<file path="config.mk">
export PLATFORM = sky130hd
export DESIGN_NAME = clsbo_core
export DESIGN_NICKNAME = d
export VERILOG_FILES = /design/src/shared/clsbo_pkg.sv /design/src/hdl/clsbo_addr_gen.sv /design/src/hdl/clsbo_bit_alu.sv /design/src/hdl/clsbo_core.sv
export SDC_FILE = /design/constraint.sdc
export NUM_CORES = 1
export LEC_CHECK = 0
export ABC_AREA = 1
export BUFFER_PORTS_ARGS = -buffer_cell sky130_fd_sc_hd__buf_4
export CAP_MARGIN = 5
export CELL_PAD_IN_SITES_DETAIL_PLACEMENT = 0
export CELL_PAD_IN_SITES_GLOBAL_PLACEMENT = 1
export CORE_MARGIN = 10
export CORE_UTILIZATION = 46
export CTS_CLUSTER_DIAMETER = 40
export DETAILED_ROUTE_END_ITERATION = 16
export PLACE_DENSITY_LB_ADDON = 0.15
export SLEW_MARGIN = 20
export SYNTH_ARGS = -nofsm -noshare
export SYNTH_HDL_FRONTEND = slang
export SYNTH_HIERARCHICAL = 1
export SYNTH_SLANG_ARGS = --single-unit
</file>
<file path="constraint.sdc">
create_clock -name CLK_SYS -period 3.83 [get_ports CLK_SYS]
set_input_delay 0.766 -clock CLK_SYS [delete_from_list [all_inputs] [get_ports CLK_SYS]]
set_output_delay 0.766 -clock CLK_SYS [all_outputs]
set_load 0.1 [all_outputs]
</file>
<file path="src/shared/clsbo_pkg.sv">
// Purpose: Shared constants, types and helpers for the load/store and bit-operation execution unit
// Assumes: 32 x 8 working registers, pointer pairs in registers 26..31, 16-bit data space
// Notes:   Flag register layout is I T H S V N Z C from bit 7 down to bit 0
// Behaviour
// - Post-increment pointer load reads, then bumps pointer
// - Pre-decrement pointer load drops pointer, then reads
// - Offset load reads pointer plus displacement, unchanged
// - Absolute load fetches instruction address, flags untouched
// - Post-increment pointer write stores, then bumps pointer
// - Pre-decrement pointer write drops pointer, then stores
// - Offset write stores at pointer plus displacement
// - Absolute write stores at instruction address, flags untouched
// - Stack save writes register in two cycles
// - Stack restore loads register in two cycles
// - I/O bit raise sets one bit only
// - I/O bit lower clears one bit only
// - Rotate up through carry, update flags, one cycle
// - Rotate down through carry, update flags, one cycle
// - Copy register bit into transfer flag
// - Copy transfer flag into register bit
// - Half-carry flag set or clear alone
// - Overflow flag set or clear alone
// - Signed test flag set or clear alone
package clsbo_pkg;

	localparam int unsigned DATA_W   = 8;           // Register and memory data width
	localparam int unsigned ADDR_W   = 16;          // Data space address width
	localparam int unsigned DISP_W   = 6;           // Unsigned displacement width
	localparam int unsigned REG_N    = 32;          // Working register count

	// Low byte index of each pointer pair
	localparam logic [4:0] PTR_X_LO = 5'h1a;
	localparam logic [4:0] PTR_Y_LO = 5'h1c;
	localparam logic [4:0] PTR_Z_LO = 5'h1e;

	// Flag register bit positions
	localparam int unsigned FLAG_C = 0;
	localparam int unsigned FLAG_Z = 1;
	localparam int unsigned FLAG_N = 2;
	localparam int unsigned FLAG_V = 3;
	localparam int unsigned FLAG_S = 4;
	localparam int unsigned FLAG_H = 5;
	localparam int unsigned FLAG_T = 6;
	localparam int unsigned FLAG_I = 7;

	// Reset values and fixed offsets
	localparam logic [7:0]  FLAGS_RESET = 8'h00;
	localparam logic [7:0]  REG_RESET   = 8'h00;
	localparam logic [15:0] SP_RESET    = 16'h00ff;     // Plain default, top of a small memory
	localparam logic [15:0] IO_BASE     = 16'h0020;     // I/O register 0 in data space
	localparam logic [15:0] PTR_STEP    = 16'h0001;     // Pointer and stack step

	// Operations
	typedef enum logic [4:0] {
		OP_NOP                  = 5'h00,
		OP_POINTER_LOAD         = 5'h01,
		OP_POINTER_WRITE        = 5'h02,
		OP_OFFSET_LOAD          = 5'h03,
		OP_OFFSET_WRITE         = 5'h04,
		OP_ABSOLUTE_LOAD        = 5'h05,
		OP_ABSOLUTE_WRITE       = 5'h06,
		OP_STACK_SAVE           = 5'h07,
		OP_STACK_RESTORE        = 5'h08,
		OP_IO_BIT_RAISE         = 5'h09,
		OP_IO_BIT_LOWER         = 5'h0a,
		OP_CARRY_ROTATE_UP      = 5'h0b,
		OP_CARRY_ROTATE_DOWN    = 5'h0c,
		OP_BIT_TO_TRANSFER_FLAG = 5'h0d,
		OP_TRANSFER_FLAG_TO_BIT = 5'h0e,
		OP_FLAG_RAISE           = 5'h0f,
		OP_FLAG_LOWER           = 5'h10
	} clsbo_op_t;

	// Pointer pair select and addressing mode
	typedef enum logic [1:0] {PTR_X = 2'h0, PTR_Y = 2'h1, PTR_Z = 2'h2} clsbo_ptr_t;
	typedef enum logic [1:0] {MODE_PLAIN = 2'h0, MODE_POST_INC = 2'h1, MODE_PRE_DEC = 2'h2} clsbo_mode_t;

	// Sequencer states
	typedef enum logic {ST_IDLE = 1'b0, ST_ACCESS = 1'b1} clsbo_state_t;

	// One operation as presented by the fetch stage
	typedef struct packed {
		clsbo_op_t          op;        // Operation
		logic [4:0]         reg_a;     // Destination or source register
		clsbo_ptr_t         ptr_sel;   // Pointer pair
		clsbo_mode_t        ptr_mode;  // Plain, post-increment, pre-decrement
		logic [2:0]         bit_sel;   // Bit index or flag index
		logic [DISP_W-1:0]  disp;      // Displacement
		logic [ADDR_W-1:0]  addr;      // Absolute address, or I/O register number
	} clsbo_cmd_t;

	// Data-space request, held for one cycle
	typedef struct packed {
		logic [ADDR_W-1:0]  addr;
		logic [DATA_W-1:0]  wdata;
		logic               re;
		logic               we;
	} clsbo_mem_req_t;

	// One-hot mask of a bit index
	function automatic logic [7:0] bit_mask(input logic [2:0] sel);
		bit_mask = 8'h01 << sel;
	endfunction

	// Low register of a pointer pair
	function automatic logic [4:0] ptr_lo(input clsbo_ptr_t sel);
		ptr_lo = (sel == PTR_X) ? PTR_X_LO : ((sel == PTR_Y) ? PTR_Y_LO : PTR_Z_LO);
	endfunction

	// Operations that take the two-cycle data-space path
	function automatic logic is_access(input clsbo_op_t op);
		is_access = (op >= OP_POINTER_LOAD) && (op <= OP_IO_BIT_LOWER);
	endfunction

	// Operations that read a byte into a register
	function automatic logic is_load(input clsbo_op_t op);
		is_load = (op == OP_POINTER_LOAD) || (op == OP_OFFSET_LOAD) ||
			(op == OP_ABSOLUTE_LOAD) || (op == OP_STACK_RESTORE);
	endfunction

endpackage

</file>
<file path="src/hdl/clsbo_addr_gen.sv">
// Purpose: Effective address, pointer step and stack step for data-space operations
// Assumes: Purely combinational, fed by the accepted operation
// Notes:   All steps wrap at sixteen bits
`timescale 1ns/1ps
module clsbo_addr_gen (
	input  wire clsbo_pkg::clsbo_cmd_t  cmd,
	input  wire logic [15:0]            ptr,
	input  wire logic [15:0]            sp,
	output logic [15:0]                 eff_addr,
	output logic [15:0]                 ptr_next,
	output logic [15:0]                 sp_next
);

	// Address and step selection
	always_comb begin
		eff_addr = ptr;
		ptr_next = ptr;
		sp_next  = sp;
		unique case (cmd.op)
			// Indexed forms with optional step
			clsbo_pkg::OP_POINTER_LOAD, clsbo_pkg::OP_POINTER_WRITE: begin
				unique case (cmd.ptr_mode)
					clsbo_pkg::MODE_POST_INC: begin
						ptr_next = ptr + clsbo_pkg::PTR_STEP;
					end
					clsbo_pkg::MODE_PRE_DEC: begin
						ptr_next = ptr - clsbo_pkg::PTR_STEP;
						eff_addr = ptr - clsbo_pkg::PTR_STEP;
					end
					default: begin
						ptr_next = ptr;
					end
				endcase
			end
			clsbo_pkg::OP_OFFSET_LOAD, clsbo_pkg::OP_OFFSET_WRITE: begin
				eff_addr = ptr + {{(clsbo_pkg::ADDR_W - clsbo_pkg::DISP_W){1'b0}}, cmd.disp};
			end
			clsbo_pkg::OP_ABSOLUTE_LOAD, clsbo_pkg::OP_ABSOLUTE_WRITE: begin
				eff_addr = cmd.addr;
			end
			// I/O registers sit above the working registers
			clsbo_pkg::OP_IO_BIT_RAISE, clsbo_pkg::OP_IO_BIT_LOWER: begin
				eff_addr = clsbo_pkg::IO_BASE + {11'h000, cmd.addr[4:0]};
			end
			// store at top, then grow down
			clsbo_pkg::OP_STACK_SAVE: begin
				eff_addr = sp;
				sp_next  = sp - clsbo_pkg::PTR_STEP;
			end
			clsbo_pkg::OP_STACK_RESTORE: begin
				eff_addr = sp + clsbo_pkg::PTR_STEP;
				sp_next  = sp + clsbo_pkg::PTR_STEP;
			end
			default: begin
				eff_addr = ptr;
			end
		endcase
	end

endmodule

</file>
<file path="src/hdl/clsbo_bit_alu.sv">
// Purpose: Rotates, bit moves, I/O bit edits and flag set/clear
// Assumes: Combinational; caller chooses when results are written
// Notes:   Flags out equal flags in unless the operation touches them
`timescale 1ns/1ps
module clsbo_bit_alu (
	input  wire clsbo_pkg::clsbo_op_t   op,
	input  wire logic [7:0]             operand,
	input  wire logic [7:0]             flags,
	input  wire logic [2:0]             bit_sel,
	output logic [7:0]                  result,
	output logic [7:0]                  flags_next
);

	logic carry_new;    // Carry after a rotate

	// Result and flag computation
	always_comb begin
		result     = operand;
		flags_next = flags;
		carry_new  = flags[clsbo_pkg::FLAG_C];
		unique case (op)
			// old carry in at bit 0
			clsbo_pkg::OP_CARRY_ROTATE_UP: begin
				result    = {operand[6:0], flags[clsbo_pkg::FLAG_C]};
				carry_new = operand[7];
			end
			// old carry in at bit 7
			clsbo_pkg::OP_CARRY_ROTATE_DOWN: begin
				result    = {flags[clsbo_pkg::FLAG_C], operand[7:1]};
				carry_new = operand[0];
			end
			clsbo_pkg::OP_IO_BIT_RAISE: begin
				result = operand | clsbo_pkg::bit_mask(bit_sel);
			end
			clsbo_pkg::OP_IO_BIT_LOWER: begin
				result = operand & ~clsbo_pkg::bit_mask(bit_sel);
			end
			clsbo_pkg::OP_BIT_TO_TRANSFER_FLAG: begin
				flags_next[clsbo_pkg::FLAG_T] = operand[bit_sel];
			end
			clsbo_pkg::OP_TRANSFER_FLAG_TO_BIT: begin
				result = flags[clsbo_pkg::FLAG_T] ? (operand | clsbo_pkg::bit_mask(bit_sel))
					: (operand & ~clsbo_pkg::bit_mask(bit_sel));
			end
			clsbo_pkg::OP_FLAG_RAISE: begin
				flags_next = flags | clsbo_pkg::bit_mask(bit_sel);
			end
			clsbo_pkg::OP_FLAG_LOWER: begin
				flags_next = flags & ~clsbo_pkg::bit_mask(bit_sel);
			end
			default: begin
				result = operand;
			end
		endcase
		if ((op == clsbo_pkg::OP_CARRY_ROTATE_UP) || (op == clsbo_pkg::OP_CARRY_ROTATE_DOWN)) begin
			flags_next[clsbo_pkg::FLAG_C] = carry_new;
			flags_next[clsbo_pkg::FLAG_Z] = (result == 8'h00);
			flags_next[clsbo_pkg::FLAG_N] = result[7];
			flags_next[clsbo_pkg::FLAG_V] = result[7] ^ carry_new;
			flags_next[clsbo_pkg::FLAG_S] = carry_new;
		end
	end

endmodule

</file>
<file path="src/hdl/clsbo_core.sv">
// Purpose: Executes data transfer, stack, I/O bit and flag operations of an 8-bit core
// Assumes: Data space answers reads combinationally in the cycle the read strobe is high
// Notes:   Two-cycle operations hold READY low for one cycle; single-cycle ones never do
`timescale 1ns/1ps
module clsbo_core (
	input  wire logic                   CLK_SYS,
	input  wire logic                   RESET,
	input  wire logic                   START,
	input  wire clsbo_pkg::clsbo_cmd_t  CMD,
	output logic                        READY,
	output logic                        DONE,
	output clsbo_pkg::clsbo_mem_req_t   MEM_REQ,
	input  wire logic [7:0]             MEM_RDATA,
	output logic [7:0]                  FLAGS,
	output logic [15:0]                 STACK_PTR,
	input  wire logic [4:0]             VIEW_SEL,
	output logic [7:0]                  REG_VIEW
);

	logic [7:0]              regs [clsbo_pkg::REG_N];  // Working registers
	clsbo_pkg::clsbo_state_t state;                     // Sequencer state
	clsbo_pkg::clsbo_cmd_t   pend;                      // Operation in its access cycle
	clsbo_pkg::clsbo_cmd_t   alu_cmd;                   // Operation seen by the bit unit
	logic                    accept;                    // Operation taken this cycle
	logic                    two_cycle;                 // Accepted operation uses data space
	logic                    load_done;                 // Read data captured this cycle
	logic [4:0]              lo_idx;                    // Low register of selected pointer
	logic [4:0]              hi_idx;                    // High register of selected pointer
	logic [15:0]             ptr_val;                   // Selected pointer value
	logic [15:0]             eff_addr;                  // Effective data address
	logic [15:0]             ptr_next;                  // Pointer after its step
	logic [15:0]             sp_next;                   // Stack pointer after its step
	logic                    ptr_step;                  // Pointer written back
	logic                    alu_reg_wr;                // Bit unit writes a register
	logic                    alu_flag_wr;               // Bit unit writes flags
	logic [7:0]              src_val;                   // Register operand
	logic [7:0]              alu_in;                    // Bit unit operand
	logic [7:0]              alu_result;                // Bit unit result
	logic [7:0]              alu_flags;                 // Bit unit flags

	// Operand selection and decode
	always_comb begin
		accept     = START && READY;
		two_cycle  = clsbo_pkg::is_access(CMD.op);
		load_done  = (state == clsbo_pkg::ST_ACCESS) && clsbo_pkg::is_load(pend.op);
		lo_idx     = clsbo_pkg::ptr_lo(CMD.ptr_sel);
		hi_idx     = lo_idx | 5'h01;
		ptr_val    = {regs[hi_idx], regs[lo_idx]};
		src_val    = regs[CMD.reg_a];
		alu_cmd    = (state == clsbo_pkg::ST_ACCESS) ? pend : CMD;
		alu_in     = (state == clsbo_pkg::ST_ACCESS) ? MEM_RDATA : src_val;
		ptr_step   = ((CMD.op == clsbo_pkg::OP_POINTER_LOAD) || (CMD.op == clsbo_pkg::OP_POINTER_WRITE))
			&& (CMD.ptr_mode != clsbo_pkg::MODE_PLAIN);
		alu_reg_wr = (CMD.op == clsbo_pkg::OP_CARRY_ROTATE_UP) || (CMD.op == clsbo_pkg::OP_CARRY_ROTATE_DOWN)
			|| (CMD.op == clsbo_pkg::OP_TRANSFER_FLAG_TO_BIT);
		alu_flag_wr = (CMD.op == clsbo_pkg::OP_CARRY_ROTATE_UP) || (CMD.op == clsbo_pkg::OP_CARRY_ROTATE_DOWN)
			|| (CMD.op == clsbo_pkg::OP_BIT_TO_TRANSFER_FLAG) || (CMD.op == clsbo_pkg::OP_FLAG_RAISE)
			|| (CMD.op == clsbo_pkg::OP_FLAG_LOWER);
	end

	// Address and step generator
	clsbo_addr_gen u_addr (
		.cmd      (CMD),
		.ptr      (ptr_val),
		.sp       (STACK_PTR),
		.eff_addr (eff_addr),
		.ptr_next (ptr_next),
		.sp_next  (sp_next)
	);

	// Rotate, bit and flag unit
	clsbo_bit_alu u_alu (
		.op         (alu_cmd.op),
		.operand    (alu_in),
		.flags      (FLAGS),
		.bit_sel    (alu_cmd.bit_sel),
		.result     (alu_result),
		.flags_next (alu_flags)
	);

	// Sequencer: idle, or the second cycle of an access
	always_ff @(posedge CLK_SYS) begin
		if (RESET) begin
			state <= clsbo_pkg::ST_IDLE;
			READY <= 1'b1;
			pend  <= '0;
		end else if (accept && two_cycle) begin
			state <= clsbo_pkg::ST_ACCESS;
			READY <= 1'b0;
			pend  <= CMD;
		end else if (state == clsbo_pkg::ST_ACCESS) begin
			state <= clsbo_pkg::ST_IDLE;
			READY <= 1'b1;
		end
	end

	// Completion pulse
	always_ff @(posedge CLK_SYS) begin
		if (RESET) begin
			DONE <= 1'b0;
		end else begin
			DONE <= (accept && !two_cycle) || (state == clsbo_pkg::ST_ACCESS);
		end
	end

	// Data-space request
	always_ff @(posedge CLK_SYS) begin
		if (RESET) begin
			MEM_REQ <= '0;
		end else if (accept && two_cycle) begin
			MEM_REQ.addr  <= eff_addr;
			MEM_REQ.wdata <= src_val;
			MEM_REQ.re    <= clsbo_pkg::is_load(CMD.op) || (CMD.op == clsbo_pkg::OP_IO_BIT_RAISE)
				|| (CMD.op == clsbo_pkg::OP_IO_BIT_LOWER);
			MEM_REQ.we    <= (CMD.op == clsbo_pkg::OP_POINTER_WRITE) || (CMD.op == clsbo_pkg::OP_OFFSET_WRITE)
				|| (CMD.op == clsbo_pkg::OP_ABSOLUTE_WRITE) || (CMD.op == clsbo_pkg::OP_STACK_SAVE);
		end else if ((state == clsbo_pkg::ST_ACCESS) && !clsbo_pkg::is_load(pend.op)
			&& (pend.op != clsbo_pkg::OP_POINTER_WRITE) && (pend.op != clsbo_pkg::OP_OFFSET_WRITE)
			&& (pend.op != clsbo_pkg::OP_ABSOLUTE_WRITE) && (pend.op != clsbo_pkg::OP_STACK_SAVE)) begin
			MEM_REQ.wdata <= alu_result;
			MEM_REQ.re    <= 1'b0;
			MEM_REQ.we    <= 1'b1;
		end else begin
			MEM_REQ.re <= 1'b0;
			MEM_REQ.we <= 1'b0;
		end
	end

	// Working registers
	always_ff @(posedge CLK_SYS) begin
		if (RESET) begin
			for (int i = 0; i < clsbo_pkg::REG_N; i++) begin
				regs[i] <= clsbo_pkg::REG_RESET;
			end
		end else if (load_done) begin
			regs[pend.reg_a] <= MEM_RDATA;
		end else if (accept) begin
			if (ptr_step) begin
				regs[lo_idx] <= ptr_next[7:0];
				regs[hi_idx] <= ptr_next[15:8];
			end
			if (alu_reg_wr) begin
				regs[CMD.reg_a] <= alu_result;
			end
		end
	end

	// Flag register
	always_ff @(posedge CLK_SYS) begin
		if (RESET) begin
			FLAGS <= clsbo_pkg::FLAGS_RESET;
		end else if (accept && alu_flag_wr) begin
			FLAGS <= alu_flags;
		end
	end

	// Stack pointer
	always_ff @(posedge CLK_SYS) begin
		if (RESET) begin
			STACK_PTR <= clsbo_pkg::SP_RESET;
		end else if (accept && ((CMD.op == clsbo_pkg::OP_STACK_SAVE) || (CMD.op == clsbo_pkg::OP_STACK_RESTORE))) begin
			STACK_PTR <= sp_next;
		end
	end

	// Register observation port
	always_ff @(posedge CLK_SYS) begin
		if (RESET) begin
			REG_VIEW <= clsbo_pkg::REG_RESET;
		end else begin
			REG_VIEW <= regs[VIEW_SEL];
		end
	end

	logic [7:0] io_mask_p;   // Mask of the pending I/O bit
	logic [7:0] t_mask;      // Mask of the accepted bit index
	logic [7:0] src_bit;     // Selected source bit, widened
	assign io_mask_p = clsbo_pkg::bit_mask(pend.bit_sel);
	assign t_mask    = clsbo_pkg::bit_mask(CMD.bit_sel);
	assign src_bit   = {7'h00, src_val[CMD.bit_sel]};
endmodule

</file>
==> results of run 1 <==
==> metal layers <==
layer | wire, um | share of wire, % | up-vias | global-route usage, %
met3 | 7030 | 8.0 | 240 | 3.78
met5 | 0 | 0 | - | 0
met2 | 41300 | 47 | 1231 | 49.5
met4 | 4990 | 5.7 | 0 | 17.4
met1 | 34300 | 39 | 11100 | 36.5
li1 | - | - | 11200 | -
==> flip-flops by register name, summed over array words and instances (netlist names) <==
register	count
FLAGS	8
DONE	1
STACK_PTR	16
MEM_REQ	26
state	1
READY	1
REG_VIEW	8
regs	256
pend	13
==> Yosys cell counts, drive strengths merged <==
| cell type | n | area share [%] |
|---|---|---|
| a21boi | 1 | 0.034 |
| a21oi | 145 | 3.3 |
| a221oi | 1 | 0.039 |
| a31oi | 8 | 0.22 |
| a41oi | 1 | 0.039 |
| and3 | 4 | 0.11 |
| buf | 72 | 1.8 |
| clkbuf | 128 | 2.1 |
| clkinv | 7 | 0.12 |
| dfxtp | 74 | 6.6 |
| edfxtp | 256 | 34 |
| fa | 1 | 0.089 |
| ha | 13 | 0.73 |
| inv | 227 | 3.8 |
| nand2 | 839 | 15 |
| nand2b | 1 | 0.028 |
| nand3 | 367 | 8.6 |
| nand3b | 7 | 0.23 |
| nand4 | 32 | 0.89 |
| nor2 | 586 | 11 |
| nor3 | 11 | 0.27 |
| nor4 | 1 | 0.056 |
| o2111ai | 1 | 0.039 |
| o211ai | 31 | 1.0 |
| o21a | 1 | 0.034 |
| o21ai | 306 | 6.8 |
| o221ai | 49 | 1.9 |
| o22ai | 19 | 0.56 |
| o31ai | 14 | 0.47 |
| or2 | 4 | 0.11 |
| xnor2 | 1 | 0.039 |
| xor2 | 5 | 0.20 |
==> final timing paths <==
check                           startpoint          end  slack [ns]  depth (start not counted)
worst max-delay path               CMD[29]  regs[29][5]        0.51                         23
worst min-delay path               CMD[22]     pend[22]        0.43                          3
worst max register to register       state  regs[29][5]        0.61                         16
worst min register to register    pend[22]     pend[22]        0.45                          2
==> logic make-up after synthesis <==
group                    synth area share (%)
AND/OR/NAND/NOR                          35.5
AO/OA/AOI/OAI                            14.5
buffers and inverters                    7.90
flip-flops                               41.0
adder cells (fa/ha/maj)                 0.816
XOR/XNOR                                0.235
==> power by group through the flow <==
stage / registers, mW / logic, mW / clock network, mW
finish: 4.08 / 2.07 / 5.28
global route: 4.09 / 2.22 / 5.49
CTS: 4.08 / 2.04 / 5.32
detailed placement: 4.15 / 2.03 / 0
global placement: 4.14 / 2.02 / 0
floorplan: 4.33 / 1.01 / 0
==> stage by stage <==
stage	utilization, %	instance area, um^2
2_1_floorplan	-	22400
6_report	56.8	27200
5_1_grt	56.8	27200
4_1_cts	56.8	27200
3_5_place_dp	52.6	25200
3_3_place_gp	52.6	25200
==> final cells by class <==
cell class | count | area (um^2)
Fill cell | 4519 | 20700
Multi-Input combinational cell | 2449 | 11500
Sequential cell | 330 | 9170
Timing Repair Buffer | 326 | 2920
Clock buffer | 67 | 1550
Inverter | 234 | 881
Tap cell | 615 | 769
Clock inverter | 45 | 477
Antenna cell | 1 | 2.50
==> critical path, cell delays in order <==
cell	delay, ns
buf_4	0.13
buf_12	0.17
buf_12	0.17
o21ai_0	0.16
o22ai_1	0.11
buf_4	0.15
o21ai_0	0.21
o21ai_0	0.22
nand3_1	0.15
nand2_1	0.13
inv_1	0.11
nand2_1	0.06
inv_1	0.06
nor2_1	0.03
nor2_1	0.10
nand2_1	0.06
nor2_1	0.19
inv_1	0.11
o21ai_2	0.20
buf_12	0.18
nor2_1	0.05
nand3_1	0.10
nand2_1	0.05
==> impl_metrics.csv, run 1 <==
group,metric,value,unit
placed_design,gp_congestion,0.941,
clock_tree,worstSkewPairLatency,0.64,ns
power_and_ir_drop,max-vdd-ir-drop,0.427,mV
timing,setup_violations,0,
drt,antenna_left,0,
die,core,47900,um^2
power_and_ir_drop,p_sw,3.57,mW
drt,routed_via_density,5.84,
drt,dr.first_iter.drc_count,2432,
power_and_ir_drop,clockPowerShare,46.2,%
power_and_ir_drop,p_sw_share,31.2,%
power_and_ir_drop,pwr_density_cell,420,nW/um^2
die,start_util,46.7,%
final_layout,drive_gt1_share,15.6,%
global_routing,grt_overflow_total,0,
die,rows,80,
global_routing,track_usage,29.7,%
yosys,ys_ff_latch,330,
timing,final.setup.tns,0,ns
power_and_ir_drop,pwr-share-comb,18.1,%
drt,vias,23700,
clock_tree,numCtsBuffers,59,
clock_tree,cts_tree,"yes",
global_routing,grt_pass1_wl,132,mm
final_layout,synthToLayoutAreaGrowth,21.7,%
timing,fmax,301,MHz
timing,drv_slew,0,
yosys,ys_warn_count,6,
yosys,synth_area_per_cell,6.97,um^2
yosys,ys_seq_area_share,41.0,%
die,die_h,241,um
flow_run,drv_cap,0,
yosys,netlist_area,22400,um^2
drt,avgRoutedWirePerCell,21.5,um
drt,routed_wl,87.6,mm
drt,drc_errors,0,
yosys,syn_nets,3282,
timing,period_needed,3.32,ns
clock_tree,cts_hold_buf,0,
timing,hold_viol,0,
clock_tree,clock-sinks,330,
timing,fin_hold_ws,0.433,ns
timing,clock_skew,0.0378,ns
status,status,"complete, no violations",
final_layout,final_cell_mix,"nand2_1 (805), nor2_1 (559), nand3_1 (353)",
global_routing,grt_antenna_before_repair,1,
die,fp.dieW,241,um
critical_path,required,4.20,ns
yosys,ys_types,48,
yosys,postSynthCellCount,3213,
power_and_ir_drop,power_frac_seq,35.7,%
final_layout,fin_cells,4067,
power_and_ir_drop,p_leak,12.0,nW
timing,rsz0062_at_grt,"no",
critical_path,cp.arrival,3.69,ns
power_and_ir_drop,internal_power,7.87,mW
clock_tree,ctsResizeCount,0,
power_and_ir_drop,total_power,11.4,mW
final_layout,finalNetCount,3469,
clock_tree,clk_pin_slew,0.06,ns
die,ios,115,
timing,setup_ws,0.505,ns
critical_path,cp-start-kind,"input port",
clock_tree,h-tree-depth,2,
global_routing,grt_max_degree,78,
critical_path,crit_type,"in2reg",
placed_design,dp_hpwl,62.8,mm
drt,dr.pass1.iters,6,
timing,slew_headroom,33.5,%
critical_path,worst-path-max-fanout,30,
placed_design,port_buffers,114,
clock_tree,cts_max_path_buffers,3,
clock_tree,cts-root-buf,"clkbuf_16",
final_layout,final_common_cell,"nand2_1",
critical_path,cp-end-kind,"register",
placed_design,pre_cts_ws,-0.0739,ns
clock_tree,cts_setup_buffers,0,
global_routing,grt_pass1_vias,22400,
die,dieArea,57900,um^2
timing,fin_crit_sh,86.8,%
placed_design,dp.cells,3954,
hold_path,worstHoldPathType,"in2reg",
timing,tightest_slew,0.998,ns
Power figures use the tool's default switching activity.
==> inputs of run 2 (changes only) <==
PLACE_DENSITY = 0.93   (was default)
PLACE_DENSITY_LB_ADDON = default   (was 0.15)
REMOVE_ABC_BUFFERS = 1   (was default)
SLEW_MARGIN = 15   (was 20)
==> run 2 against run 1 <==
Compared with the run above: clock skew down 0.019 ns; via count is 2.6% higher; total power increased by 0.16%; critical path depth decreased by 3; combinational power fell by 3%; cell count is 0.86% lower; sequential share of layout area increased by 0.43 points; clock power rose by 2%; count of clock-buffer cells in the layout down 5; non-clock buffer count decreased by 30; die area unchanged; maximum frequency fell by 5.0%; critical path type unchanged.
==> impl_metrics.csv, run 2 (same netlist as run 1, synthesis figures left out) <==
group,metric,value,unit
timing,setup_ws,0.330,ns
final_layout,regMostFlops,"regs",
final_layout,reg.largest.list,"regs x256, MEM_REQ x26, STACK_PTR x16",
power_and_ir_drop,max-vdd-ir-drop,0.340,mV
power_and_ir_drop,pwr_density_cell,426,nW/um^2
final_layout,final_common_cell,"nand2_1",
global_routing,grt_max_degree,138,
clock_tree,cts_max_path_buffers,3,
die,ios,115,
timing,drv_slew,0,
global_routing,grt_pass1_vias,22800,
clock_tree,cts-root-buf,"clkbuf_16",
timing,clock_skew,0.0193,ns
critical_path,required,4.19,ns
final_layout,multi_input_area,11500,um^2
power_and_ir_drop,total_power,11.5,mW
placed_design,port_buffers,114,
timing,period_needed,3.50,ns
global_routing,grt_overflow_total,0,
placed_design,placed_cell_area,24900,um^2
drt,dr.pass1.iters,6,
timing,setup_violations,0,
final_layout,fillCellCount,4497,
placed_design,dp_hpwl,62.5,mm
flow_run,drv_cap,0,
final_layout,regArea,9170,um^2
timing,fmax,286,MHz
die,start_util,46.7,%
timing,tightest_slew,1.05,ns
final_layout,largest_reg_flops,256,
drt,avgRoutedWirePerCell,21.6,um
placed_design,gp_congestion,0.964,
die,dieArea,57900,um^2
clock_tree,clk_pin_slew,0.05,ns
final_layout,drive_gt1_share,14.7,%
clock_tree,clock-sinks,330,
timing,final.setup.tns,0,ns
clock_tree,cts_hold_buf,0,
placed_design,dp.cells,3924,
die,die_h,241,um
critical_path,cp-end-kind,"register",
drt,drc_errors,0,
clock_tree,h-tree-depth,2,
die,core,47900,um^2
drt,dr.first_iter.drc_count,3299,
global_routing,grt_pass1_wl,132,mm
clock_tree,worstSkewPairLatency,0.62,ns
drt,antenna_left,0,
clock_tree,numCtsBuffers,58,
timing,rsz0062_at_grt,"no",
timing,fin_hold_ws,0.456,ns
timing,fin_crit_sh,91.4,%
final_layout,stdcell_area,26900,um^2
final_layout,antenna_cells,0,
clock_tree,cts_setup_buffers,0,
critical_path,cp.arrival,3.86,ns
timing,hold_viol,0,
drt,routed_wl,87.2,mm
final_layout,final_cell_mix,"nand2_1 (805), nor2_1 (559), nand3_1 (353)",
critical_path,crit_type,"in2reg",
final_layout,final_util,56.1,%
drt,vias,24400,
die,rows,80,
final_layout,finalNetCount,3438,
clock_tree,cts_tree,"yes",
timing,slew_headroom,30.3,%
global_routing,grt_antenna_before_repair,0,
hold_path,worstHoldPathType,"reg2reg",
status,status,"complete, no violations",
power_and_ir_drop,p_leak,11.8,nW
die,fp.dieW,241,um
final_layout,synthToLayoutAreaGrowth,20.2,%
critical_path,cp-start-kind,"input port",
drt,routed_via_density,6.04,
critical_path,worst-path-max-fanout,24,
global_routing,track_usage,29.2,%
final_layout,fin_cells,4032,
clock_tree,ctsResizeCount,0,
placed_design,pre_cts_ws,-0.174,ns
run 2: metal layers:
layer,GRT usage (%),up-vias,wire [um]
li1,-,11100,-
met4,11.8,0,3220
met5,0,-,0
met1,39.9,11400,35200
met3,5.19,230,9890
met2,45.0,1560,38900
run 2: cell type report:
type                    count  share of cell area [%]
clock inverters            46                    1.95
flip-flops and latches    330                    34.1
clock buffers              62                    5.53
repair buffers            296                    9.65
well taps                 615                    2.86
inverters                 234                    3.27
multi-input cells        2449                    42.7
run 2: report_power, final:
group,switching (mW),leakage [nW],internal (mW)
clock,2.02,0.972,3.34
combinational,1.42,7.58,0.589
sequential,0.0934,3.25,3.99
run 2: path summary, 6_finish.rpt:
kind,from,endpoint,slack [ns],cells past startpoint
worst max-delay path,CMD[29],regs[26][3],0.33,20
worst max register to register,state,regs[14][1],0.50,14
worst min-delay path,pend[23],pend[23],0.46,2
worst min register to register,pend[23],pend[23],0.46,2
run 2: worst max-delay path, cell delays in order:
cell and delay [ns]:
buf_4 0.13, buf_12 0.16, buf_4 0.20, o21ai_0 0.18, nor2_1 0.06, o31ai_1 0.60
buf_4 0.23, nand3_1 0.12, nand3_1 0.11, nand2_1 0.13, nand2_1 0.09, nand2_1 0.05
inv_1 0.05, nand2_1 0.04, nor2_1 0.18, inv_1 0.11, o21ai_2 0.20, buf_12 0.21
buf_12 0.16, nor2_1 0.06
